===== config.mk =====
export PLATFORM = sky130hd
export DESIGN_NAME = sme_engine
export DESIGN_NICKNAME = d
export VERILOG_FILES = /design/src/sme_pkg.sv /design/src/sme_sync.sv /design/src/sme_baud.sv /design/src/sme_engine.sv
export SDC_FILE = /design/constraint.sdc
export NUM_CORES = 1
export LEC_CHECK = 0
export BUFFER_PORTS_ARGS = -buffer_cell sky130_fd_sc_hd__clkbuf_2
export CAP_MARGIN = 20
export CELL_PAD_IN_SITES_DETAIL_PLACEMENT = 0
export CELL_PAD_IN_SITES_GLOBAL_PLACEMENT = 2
export CORE_MARGIN = 8
export CORE_UTILIZATION = 37
export DETAILED_ROUTE_END_ITERATION = 10
export GPL_TIMING_DRIVEN = 0
export HOLD_SLACK_MARGIN = 0.1
export PLACE_DENSITY = 0.86
export SLEW_MARGIN = 20
export SYNTH_ARGS = -nofsm -noshare
export SYNTH_HDL_FRONTEND = slang
export SYNTH_HIERARCHICAL = 1
export SYNTH_SLANG_ARGS = --single-unit

===== constraint.sdc =====
create_clock -name clk_in -period 4.6 [get_ports clk_in]
set_input_delay 0 -clock clk_in [delete_from_list [all_inputs] [get_ports clk_in]]
set_output_delay 0 -clock clk_in [all_outputs]
set_load 0.02 [all_outputs]

===== src/sme_pkg.sv =====
// Shared constants for the byte-wide serial engine.
// Assumes a single system clock; no bus, register strobes are plain ports.
package sme_pkg;

   // ****************************************
   // Control register field positions
   // ****************************************
   localparam int unsigned CTL_IRQ_EN = 7;
   localparam int unsigned CTL_PER_EN = 6;
   localparam int unsigned CTL_RATE2 = 5;
   localparam int unsigned CTL_MASTER = 4;
   localparam int unsigned CTL_CLOCK_IDLE_POLARITY = 3;
   localparam int unsigned CTL_CLOCK_CAPTURE_PHASE = 2;
   localparam int unsigned CTL_RATE1 = 1;
   localparam int unsigned CTL_RATE0 = 0;
   localparam logic [7:0] CTL_RESET = 8'h00;

   // ****************************************
   // Control/status register field positions
   // ****************************************
   localparam int unsigned CSR_DONE = 7;
   localparam int unsigned CSR_WRITE_COLLISION_FLAG = 6;
   localparam int unsigned CSR_OVR = 5;
   localparam int unsigned CSR_MODE_FAULT_FLAG = 4;
   localparam int unsigned CSR_SOD = 2;
   localparam int unsigned CSR_SSM = 1;
   localparam int unsigned CSR_SSI = 0;
   localparam logic [2:0] CSR_CFG_RESET = 3'h0;

   // ****************************************
   // Baud selection {rate2,rate1,rate0} and half periods in clocks
   // ****************************************
   localparam logic [2:0] RATE_DIV4 = 3'h4;
   localparam logic [2:0] RATE_DIV8 = 3'h0;
   localparam logic [2:0] RATE_DIV16 = 3'h1;
   localparam logic [2:0] RATE_DIV32 = 3'h6;
   localparam logic [2:0] RATE_DIV64 = 3'h2;
   localparam logic [2:0] RATE_DIV128 = 3'h3;
   localparam logic [6:0] HALF_DIV4 = 7'h02;
   localparam logic [6:0] HALF_DIV8 = 7'h04;
   localparam logic [6:0] HALF_DIV16 = 7'h08;
   localparam logic [6:0] HALF_DIV32 = 7'h10;
   localparam logic [6:0] HALF_DIV64 = 7'h20;
   localparam logic [6:0] HALF_DIV128 = 7'h40;

   // ****************************************
   // Byte framing: 16 clock transitions per byte
   // ****************************************
   localparam logic [3:0] EDGE_FIRST = 4'h0;
   localparam logic [3:0] EDGE_LAST = 4'hF;

   typedef enum logic [1:0] {
      SME_IDLE = 2'b00,
      SME_MASTER = 2'b01
   } sme_state_t;

endpackage


===== src/sme_sync.sv =====
// Two-stage synchroniser for a group of asynchronous pin inputs.
// Assumes the inputs are levels; the first stage feeds only the second.
`timescale 1ns/100ps
module sme_sync #(
   parameter int unsigned WIDTH = 4
) (
   input wire logic clk_in,
   input wire logic rst_in,
   input wire logic [WIDTH-1:0] async_in,
   output logic [WIDTH-1:0] sync_out
);
   logic [WIDTH-1:0] meta_q;

   // Reset takes all ones (idle-high pins); low pins settle in two clocks
   always_ff @(posedge clk_in or posedge rst_in) begin
      if (rst_in) begin
         meta_q <= '1;
         sync_out <= '1;
      end else begin
         meta_q <= async_in;
         sync_out <= meta_q;
      end
   end
endmodule // sme_sync


===== src/sme_baud.sv =====
// Half-period tick generator for the master serial clock.
// Assumes the half period is at least two clocks.
`timescale 1ns/100ps
module sme_baud #(
   parameter int unsigned CW = 7
) (
   input wire logic clk_in,
   input wire logic rst_in,
   input wire logic ce_in,
   input wire logic run_in,
   input wire logic [CW-1:0] half_in,
   output logic tick_out
);
   logic [CW-1:0] cnt_q;
   logic [CW-1:0] cnt_d;
   logic wrap;

   assign wrap = (cnt_q == half_in - CW'(1));
   assign cnt_d = (!run_in || wrap) ? '0 : cnt_q + CW'(1);
   assign tick_out = run_in && wrap;

   always_ff @(posedge clk_in or posedge rst_in) begin
      if (rst_in) begin
         cnt_q <= '0;
      end else if (ce_in) begin
         cnt_q <= cnt_d;
      end
   end
endmodule // sme_baud


===== src/sme_engine.sv =====
// Byte-wide serial engine, master or slave, with software register strobes.
// Assumes one 100 MHz clock; pins arrive asynchronously and are synchronised here.
`timescale 1ns/100ps
module sme_engine
   import sme_pkg::*;
(
   input wire logic clk_in,
   input wire logic rst_in,
   input wire logic ce_in,
   input wire logic [7:0] wdata_in,
   input wire logic ctrl_wr_in,
   input wire logic csr_rd_in,
   input wire logic csr_wr_in,
   input wire logic dr_rd_in,
   input wire logic dr_wr_in,
   input wire logic cpu_irq_mask_in,
   input wire logic sck_in,
   input wire logic mosi_in,
   input wire logic miso_in,
   input wire logic ss_n_in,
   output logic [7:0] ctrl_rdata_out,
   output logic [7:0] csr_rdata_out,
   output logic [7:0] dr_rdata_out,
   output logic irq_out,
   output logic sck_out,
   output logic sck_oe_out,
   output logic mosi_out,
   output logic mosi_oe_out,
   output logic miso_out,
   output logic miso_oe_out
);
   // ****************************************
   // Storage
   // ****************************************
   sme_state_t state_q;
   logic [7:0] ctrl_q, ctrl_d;
   logic [2:0] cfg_q;
   logic [7:0] tx_q, rx_q, rxbuf_q;
   logic [3:0] edge_q;
   logic sck_q, sck_prev_q;
   logic transfer_done_flag_q, transfer_done_flag_seq_q, transfer_done_flag_rd_q;
   logic ovr_q, write_collision_flag_q, write_collision_flag_seq_q, mode_fault_flag_q, mode_fault_flag_seq_q;
   logic sck_oe_q, mosi_oe_q, miso_oe_q, irq_q;
   logic [7:0] csr_q;

   // ****************************************
   // Pin synchronisers
   // ****************************************
   logic [3:0] pins_s;
   logic ss_s, sck_s, mosi_s, miso_s;

   sme_sync #(.WIDTH(4)) u_sync (
      .clk_in(clk_in),
      .rst_in(rst_in),
      .async_in({ss_n_in, sck_in, mosi_in, miso_in}),
      .sync_out(pins_s)
   );
   assign {ss_s, sck_s, mosi_s, miso_s} = pins_s;

   // ****************************************
   // Decode
   // ****************************************
   logic is_master, per_en, clock_idle_polarity, clock_capture_phase, ss_int, fault_set, slave_act;
   logic busy, sck_edge, master_tick, edge_go, din, capture, shift_ok, done;
   logic [2:0] rate;
   logic [6:0] half;
   logic [7:0] rx_next;
   logic csr_acc, dr_acc, transfer_done_flag_clr, wr_ok, wr_take, start, buf_load;
   logic ovr_set, write_collision_flag_set, write_collision_flag_clr, mode_fault_flag_clr, mode_fault_flag_lock;

   assign is_master = ctrl_q[CTL_MASTER];
   assign per_en = ctrl_q[CTL_PER_EN];
   assign clock_idle_polarity = ctrl_q[CTL_CLOCK_IDLE_POLARITY];
   assign clock_capture_phase = ctrl_q[CTL_CLOCK_CAPTURE_PHASE];
   assign rate = {ctrl_q[CTL_RATE2], ctrl_q[CTL_RATE1], ctrl_q[CTL_RATE0]};
   assign ss_int = cfg_q[CSR_SSM] ? cfg_q[CSR_SSI] : ss_s;
   assign fault_set = is_master && !ss_int;
   assign slave_act = per_en && !is_master && !ss_int;

   // Undefined rate codes fall back to the fastest divider
   assign half = (rate == RATE_DIV8) ? HALF_DIV8 :
                 (rate == RATE_DIV16) ? HALF_DIV16 :
                 (rate == RATE_DIV32) ? HALF_DIV32 :
                 (rate == RATE_DIV64) ? HALF_DIV64 :
                 (rate == RATE_DIV128) ? HALF_DIV128 : HALF_DIV4;

   sme_baud #(.CW(7)) u_baud (
      .clk_in(clk_in),
      .rst_in(rst_in),
      .ce_in(ce_in),
      .run_in(state_q == SME_MASTER),
      .half_in(half),
      .tick_out(master_tick)
   );

   assign sck_edge = sck_s ^ sck_prev_q;
   assign edge_go = (state_q == SME_MASTER) ? master_tick : (slave_act && sck_edge);
   assign din = is_master ? miso_s : mosi_s;
   assign capture = (edge_q[0] == clock_capture_phase);
   assign shift_ok = !capture && !(clock_capture_phase && edge_q == EDGE_FIRST);
   assign rx_next = capture ? {rx_q[6:0], din} : rx_q;
   assign done = edge_go && (edge_q == EDGE_LAST);
   assign busy = (state_q == SME_MASTER) || (slave_act && edge_q != EDGE_FIRST);

   // Flag sequencing
   assign csr_acc = csr_rd_in || csr_wr_in;
   assign dr_acc = dr_rd_in || dr_wr_in;
   assign transfer_done_flag_clr = transfer_done_flag_seq_q && dr_acc;
   assign wr_ok = dr_wr_in && !(transfer_done_flag_q && !transfer_done_flag_rd_q);
   assign write_collision_flag_set = dr_wr_in && busy;
   assign wr_take = wr_ok && !busy;
   assign start = wr_take && is_master && per_en && !fault_set;
   assign ovr_set = done && transfer_done_flag_q && !transfer_done_flag_clr;
   assign buf_load = done && !ovr_set;
   assign write_collision_flag_clr = write_collision_flag_seq_q && dr_rd_in;
   assign mode_fault_flag_clr = mode_fault_flag_seq_q && ctrl_wr_in;
   assign mode_fault_flag_lock = mode_fault_flag_q && !mode_fault_flag_seq_q;

   // ****************************************
   // Control register next value
   // ****************************************
   always_comb begin
      ctrl_d = ctrl_q;
      if (ctrl_wr_in) begin
         ctrl_d = wdata_in;
         if (mode_fault_flag_lock) begin
            ctrl_d[CTL_PER_EN] = wdata_in[CTL_PER_EN] & ctrl_q[CTL_PER_EN];
            ctrl_d[CTL_MASTER] = wdata_in[CTL_MASTER] & ctrl_q[CTL_MASTER];
         end
      end
      if (fault_set) begin
         ctrl_d[CTL_PER_EN] = 1'b0;
         ctrl_d[CTL_MASTER] = 1'b0;
      end
   end

   // ****************************************
   // Registers and flags
   // ****************************************
   always_ff @(posedge clk_in or posedge rst_in) begin
      if (rst_in) begin
         ctrl_q <= CTL_RESET;
         cfg_q <= CSR_CFG_RESET;
         transfer_done_flag_q <= 1'b0;
         transfer_done_flag_seq_q <= 1'b0;
         transfer_done_flag_rd_q <= 1'b0;
         ovr_q <= 1'b0;
         write_collision_flag_q <= 1'b0;
         write_collision_flag_seq_q <= 1'b0;
         mode_fault_flag_q <= 1'b0;
         mode_fault_flag_seq_q <= 1'b0;
         rxbuf_q <= 8'h00;
      end else if (ce_in) begin
         ctrl_q <= ctrl_d;
         if (csr_wr_in) begin
            cfg_q <= {wdata_in[CSR_SOD], wdata_in[CSR_SSM], wdata_in[CSR_SSI]};
         end
         transfer_done_flag_q <= done || (transfer_done_flag_q && !transfer_done_flag_clr);
         transfer_done_flag_seq_q <= (transfer_done_flag_seq_q || (csr_acc && transfer_done_flag_q)) && !transfer_done_flag_clr;
         transfer_done_flag_rd_q <= (transfer_done_flag_rd_q || (csr_rd_in && transfer_done_flag_q)) && !transfer_done_flag_clr;
         ovr_q <= ovr_set || (ovr_q && !csr_rd_in);
         write_collision_flag_q <= write_collision_flag_set || (write_collision_flag_q && !write_collision_flag_clr);
         write_collision_flag_seq_q <= (write_collision_flag_seq_q || (csr_rd_in && write_collision_flag_q)) && !write_collision_flag_clr;
         mode_fault_flag_q <= fault_set || (mode_fault_flag_q && !mode_fault_flag_clr);
         mode_fault_flag_seq_q <= (mode_fault_flag_seq_q || (csr_rd_in && mode_fault_flag_q)) && !mode_fault_flag_clr;
         if (buf_load) begin
            rxbuf_q <= rx_next;
         end
      end
   end

   // ****************************************
   // Shift engine
   // ****************************************
   always_ff @(posedge clk_in or posedge rst_in) begin
      if (rst_in) begin
         state_q <= SME_IDLE;
         tx_q <= 8'h00;
         rx_q <= 8'h00;
         edge_q <= EDGE_FIRST;
         sck_q <= 1'b0;
         // Matches the synchroniser reset level so no false edge follows reset
         sck_prev_q <= 1'b1;
      end else if (ce_in) begin
         sck_prev_q <= sck_s;
         unique case (state_q)
            SME_IDLE: begin
               sck_q <= clock_idle_polarity;
               if (!slave_act) begin
                  edge_q <= EDGE_FIRST;
               end
               if (start) begin
                  state_q <= SME_MASTER;
                  edge_q <= EDGE_FIRST;
               end
            end
            SME_MASTER: begin
               if (fault_set) begin
                  state_q <= SME_IDLE;
               end else if (master_tick) begin
                  sck_q <= !sck_q;
                  if (done) begin
                     state_q <= SME_IDLE;
                  end
               end
            end
         endcase
         if (wr_take) begin
            tx_q <= wdata_in;
         end else if (edge_go) begin
            edge_q <= edge_q + 4'h1;
            rx_q <= rx_next;
            if (shift_ok) begin
               tx_q <= {tx_q[6:0], 1'b0};
            end
         end
      end
   end

   // ****************************************
   // Output flops
   // ****************************************
   always_ff @(posedge clk_in or posedge rst_in) begin
      if (rst_in) begin
         sck_oe_q <= 1'b0;
         mosi_oe_q <= 1'b0;
         miso_oe_q <= 1'b0;
         irq_q <= 1'b0;
         csr_q <= 8'h00;
      end else if (ce_in) begin
         sck_oe_q <= per_en && is_master;
         mosi_oe_q <= per_en && is_master && !cfg_q[CSR_SOD];
         miso_oe_q <= slave_act && !cfg_q[CSR_SOD];
         irq_q <= ctrl_q[CTL_IRQ_EN] && !cpu_irq_mask_in && (transfer_done_flag_q || ovr_q || mode_fault_flag_q);
         csr_q <= {transfer_done_flag_q, write_collision_flag_q, ovr_q, mode_fault_flag_q, 1'b0, cfg_q};
      end
   end

   assign ctrl_rdata_out = ctrl_q;
   assign csr_rdata_out = csr_q;
   assign dr_rdata_out = rxbuf_q;
   assign irq_out = irq_q;
   assign sck_out = sck_q;
   assign sck_oe_out = sck_oe_q;
   assign mosi_out = tx_q[7];
   assign mosi_oe_out = mosi_oe_q;
   assign miso_out = tx_q[7];
   assign miso_oe_out = miso_oe_q;

   // ****************************************
   // Checks
   // ****************************************
   chk_fault_drops_mode: assert property (@(posedge clk_in) disable iff (rst_in)
      ce_in && fault_set |=> mode_fault_flag_q && !ctrl_q[CTL_MASTER] && !ctrl_q[CTL_PER_EN])
      else $error("mode fault did not drop master and enable");
   chk_no_slave_fault: assert property (@(posedge clk_in) disable iff (rst_in)
      ce_in && !ctrl_q[CTL_MASTER] |=> !$rose(mode_fault_flag_q))
      else $error("mode fault rose while slave");
   chk_done_sets_flag: assert property (@(posedge clk_in) disable iff (rst_in)
      ce_in && done |=> transfer_done_flag_q)
      else $error("done flag not set at byte end");
   chk_irq_needs_enable: assert property (@(posedge clk_in) disable iff (rst_in)
      ce_in && (!ctrl_q[CTL_IRQ_EN] || cpu_irq_mask_in) |=> !irq_q)
      else $error("interrupt raised while disabled");
   chk_write_collision_flag_no_irq: assert property (@(posedge clk_in) disable iff (rst_in)
      ce_in && !transfer_done_flag_q && !ovr_q && !mode_fault_flag_q |=> !irq_q)
      else $error("collision alone raised interrupt");
   chk_ovr_keeps_buf: assert property (@(posedge clk_in) disable iff (rst_in)
      ce_in && ovr_set |=> ovr_q && $stable(rxbuf_q))
      else $error("overrun changed receive buffer");
   chk_busy_write_write_collision_flag: assert property (@(posedge clk_in) disable iff (rst_in)
      ce_in && dr_wr_in && busy |=> write_collision_flag_q)
      else $error("collision not flagged");
   chk_ovr_read_clear: assert property (@(posedge clk_in) disable iff (rst_in)
      ce_in && csr_rd_in && !ovr_set |=> !ovr_q)
      else $error("overrun not cleared by status read");
   chk_master_start: assert property (@(posedge clk_in) disable iff (rst_in)
      ce_in && start |=> state_q == SME_MASTER && edge_q == EDGE_FIRST && tx_q == $past(wdata_in))
      else $error("master start did not load byte");
   chk_lock_blocks_enable: assert property (@(posedge clk_in) disable iff (rst_in)
      ce_in && mode_fault_flag_lock && !ctrl_q[CTL_PER_EN] |=> !ctrl_q[CTL_PER_EN])
      else $error("enable set while fault locked");
   chk_write_collision_flag_write_keeps: assert property (@(posedge clk_in) disable iff (rst_in)
      ce_in && write_collision_flag_q && !dr_rd_in |=> write_collision_flag_q)
      else $error("collision flag cleared without data read");
endmodule // sme_engine


==> flow_summary.json <==
{
  "grt_max_degree": 35,
  "clk_latency_ns": 0.36,
  "clockPowerShare": 0.248,
  "setup_ws_ns": 0.770,
  "drc": 0,
  "viasPerCell": 4.88,
  "synth_seq_cells": 76,
  "antenna_found_initial": 0,
  "grt_overflow": 0,
  "cts_root_buf": "clkbuf_8",
  "cts.sinks": 76,
  "synth-simple-area-share": 0.131,
  "period_needed_ns": 3.83,
  "worst_pin_slew_ns": 0.745,
  "power.total_mw": 2.05,
  "status": "complete, no violations",
  "hold_ws_ns": 0.170,
  "synth_top_area_frac": 0.463,
  "final_nets": 432,
  "fin_worst_skew_ns": 0.0150,
  "drive_gt1_frac": 0.313,
  "synthAdderAreaFrac": 0.0138,
  "synth_largest_area_cell": "dfrtp_1",
  "first_global_vias": 2566,
  "ios": 52,
  "max_freq_ghz": 0.261,
  "rsz0062_at_grt": "false",
  "utilization": 0.465,
  "place_area_sq_mm": 0.00407,
  "antenna_cells": 0,
  "arrival_ns": 4.07,
  "dieArea_sq_mm": 0.0132,
  "cap_violations": 0,
  "h-tree-depth": 3,
  "core_area_sq_mm": 0.00964,
  "num_rows": 36,
  "final_area_sq_mm": 0.00449,
  "ys_seq_area_frac": 0.529,
  "vdd.ir_drop.worst_mv": 0.157,
  "drtIter0Drc": 132,
  "synth.distinct_cells": 61,
  "syn_inst": 319,
  "clkTransAtPathRegs_ns": 0.08,
  "port_buffers": 50,
  "ant_nets": 0,
  "finalCritPeriodShare": 0.833,
  "synth_area_leaders": "dfrtp_1 (46%), mux2_2 (7.8%), dfstp_2 (6.5%), nand2_1 (3.1%), mux2i_1 (2.8%)",
  "yosysMostFrequentCell": "dfrtp_1",
  "dpl.cell_count": 507,
  "cp.required_ns": 4.84,
  "endpoint_kind": "flip-flop",
  "tns_ns": 0,
  "finalHoldViolations": 0,
  "syn_area_per_cell_sq_um": 11.3,
  "switching_power_uw": 706,
  "cts_resized": 0,
  "drv_slew": 0,
  "share_comb_of_total_power": 0.297,
  "intPower_mw": 1.34,
  "grt_pass1_wl_um": 13500,
  "post_cts_buffers": 0,
  "dpl.hpwl_um": 5870,
  "synth_top_family_by_area": "compound AO/OA/AOI/OAI gates",
  "synthArstFlopShare": 1.00,
  "synth_compound_gate_area_share": 0.147,
  "power.density_mw_per_mm2": 456,
  "num_vias": 2659,
  "synth_common_cells": "dfrtp_1 (67), nand2_1 (30), mux2_2 (25)",
  "area_growth_pct": 24.0,
  "dr.pass1.iters": 5,
  "synth_edf_count": 0,
  "synth_area_sq_mm": 0.00362,
  "synth_xor_area_frac": 0.0339,
  "nFillCells": 938,
  "routabilityCongestion": 0.760,
  "synthMuxAreaShare": 0.110,
  "yosys_warnings": 6,
  "swShare": 0.345,
  "initial_core_util": 0.375,
  "ys.flop_type": "dfrtp_1",
  "grt_use_total": 0.131,
  "path_class": "reg2reg",
  "cts_tree": "done",
  "dpl_worst_slack_ns": 0.775,
  "seqPwrFrac": 0.455,
  "p_leak_nw": 2.05,
  "multi_input_area_sq_mm": 0.00160,
  "hold_path_class": "in2async",
  "slew_headroom": 0.503,
  "ctsLongestPathBuffers": 2,
  "wire_per_inst_um": 14.8,
  "wirelength_um": 8060,
  "die_y_um": 115,
  "numCtsBuffers": 9,
  "startpoint_type": "flip-flop",
  "crit_fanout": 9,
  "finalSetupViolations": 0,
  "final-seq-area_sq_mm": 0.00191,
  "final_cells": 545,
  "die_w_um": 115
}
critical path: stages (launching register included):
cell and delay (ns):
dfrtp_1 0.43, nand2b_1 0.19, and2_1 0.19, inv_1 0.06, ha_1 0.18, or3b_4 0.41, nor4_1 0.27, o2111ai_2 0.21
nor4b_1 0.63, nand2_1 0.21, o41ai_4 0.13, o211ai_4 0.25, nor2_8 0.20, mux2_2 0.36
repair_timing:
| action | 4_1_cts | 5_1_grt |
|---|---|---|
| hold buffers | 22 | 0 |
| setup endpoints to repair | 0 | 0 |
| hold endpoints to repair | 107 | 0 |
state kept, by name (all words and copies together), names as in the netlist, 3 cells and up:
register / cells
u_baud/cnt_q: 7
u_sync/sync_out: 4
csr_rdata_out: 7
tx_q: 8
u_sync/meta_q: 4
cfg_q: 3
rx_q: 8
edge_q: 4
dr_rdata_out: 8
ctrl_rdata_out: 8
per-layer routing:
layer / routed length, um / vias to the layer above / global-route usage
li1: - / 1306 / -
met5: 0 / - / 0
met1: 3780 / 1282 / 0.174
met4: 134 / 0 / 0.0604
met2: 3710 / 57 / 0.194
met3: 436 / 14 / 0.0341
area by class of cell:
class,instances,share of cell area
multi-input cells,216,0.356
plain buffers,10,0.0103
inverters,21,0.0181
clock inverters,5,0.0137
clock buffers,11,0.0293
flip-flops and latches,76,0.426
well taps,133,0.0371
repair buffers,73,0.109
worst paths after layout:
kind	startpoint	endpoint	slack [ns]	cells past startpoint
hold / removal	rst_in	u_baud/cnt_q[3]$_DFFE_PP0P_	0.17	3
setup reg to reg	ctrl_rdata_out[0]$_DFFE_PP0P_	rx_q[1]$_DFFE_PP0P_	0.77	13
setup / recovery	ctrl_rdata_out[0]$_DFFE_PP0P_	rx_q[1]$_DFFE_PP0P_	0.77	13
max in group asynchronous	rst_in	cfg_q[2]$_DFFE_PP0P_	3.91	4
min in group clk_in	ce_in	irq_out$_DFFE_PP0P_	0.18	4
hold reg to reg	u_sync/meta_q[0]$_DFF_PP1_	u_sync/sync_out[0]$_DFF_PP1_	0.36	0
cells by family after synthesis:
logic type / after synthesis
and+or+nand+nor: 86
DFF: 76
AOI/OAI and AO/OA: 71
muxes: 36
buffers and inverters: 31
xor gates and xnor gates: 14
adders and majority gates: 4
other: 1
cell usage in the layout (no fill, tap or decap), drive strengths merged, types with 9 or more instances in the layout:
| master | Yosys | final |
|---|---|---|
| dfrtp | 67 | 67 |
| clkbuf | 5 | 66 |
| nand2 | 30 | 30 |
| mux2 | 26 | 26 |
| dlygate4sd3 | 0 | 22 |
| inv | 21 | 22 |
| o21ai | 20 | 20 |
| a21oi | 13 | 13 |
| nor2 | 12 | 12 |
| mux2i | 10 | 10 |
| dfstp | 9 | 9 |
power by group through the flow:
| stage | combinational [mW] | clock (mW) | sequential (mW) |
|---|---|---|---|
| 6_report | 0.608 | 0.507 | 0.930 |
| 4_1_cts | 0.615 | 0.521 | 0.930 |
| 2_1_floorplan | 0.388 | 0 | 0.962 |
| 3_5_place_dp | 0.583 | 0 | 0.943 |
| 3_3_place_gp | 0.575 | 0 | 0.935 |
| 5_1_grt | 0.673 | 0.555 | 0.952 |
Note: power is estimated with default switching activity, not from simulation.
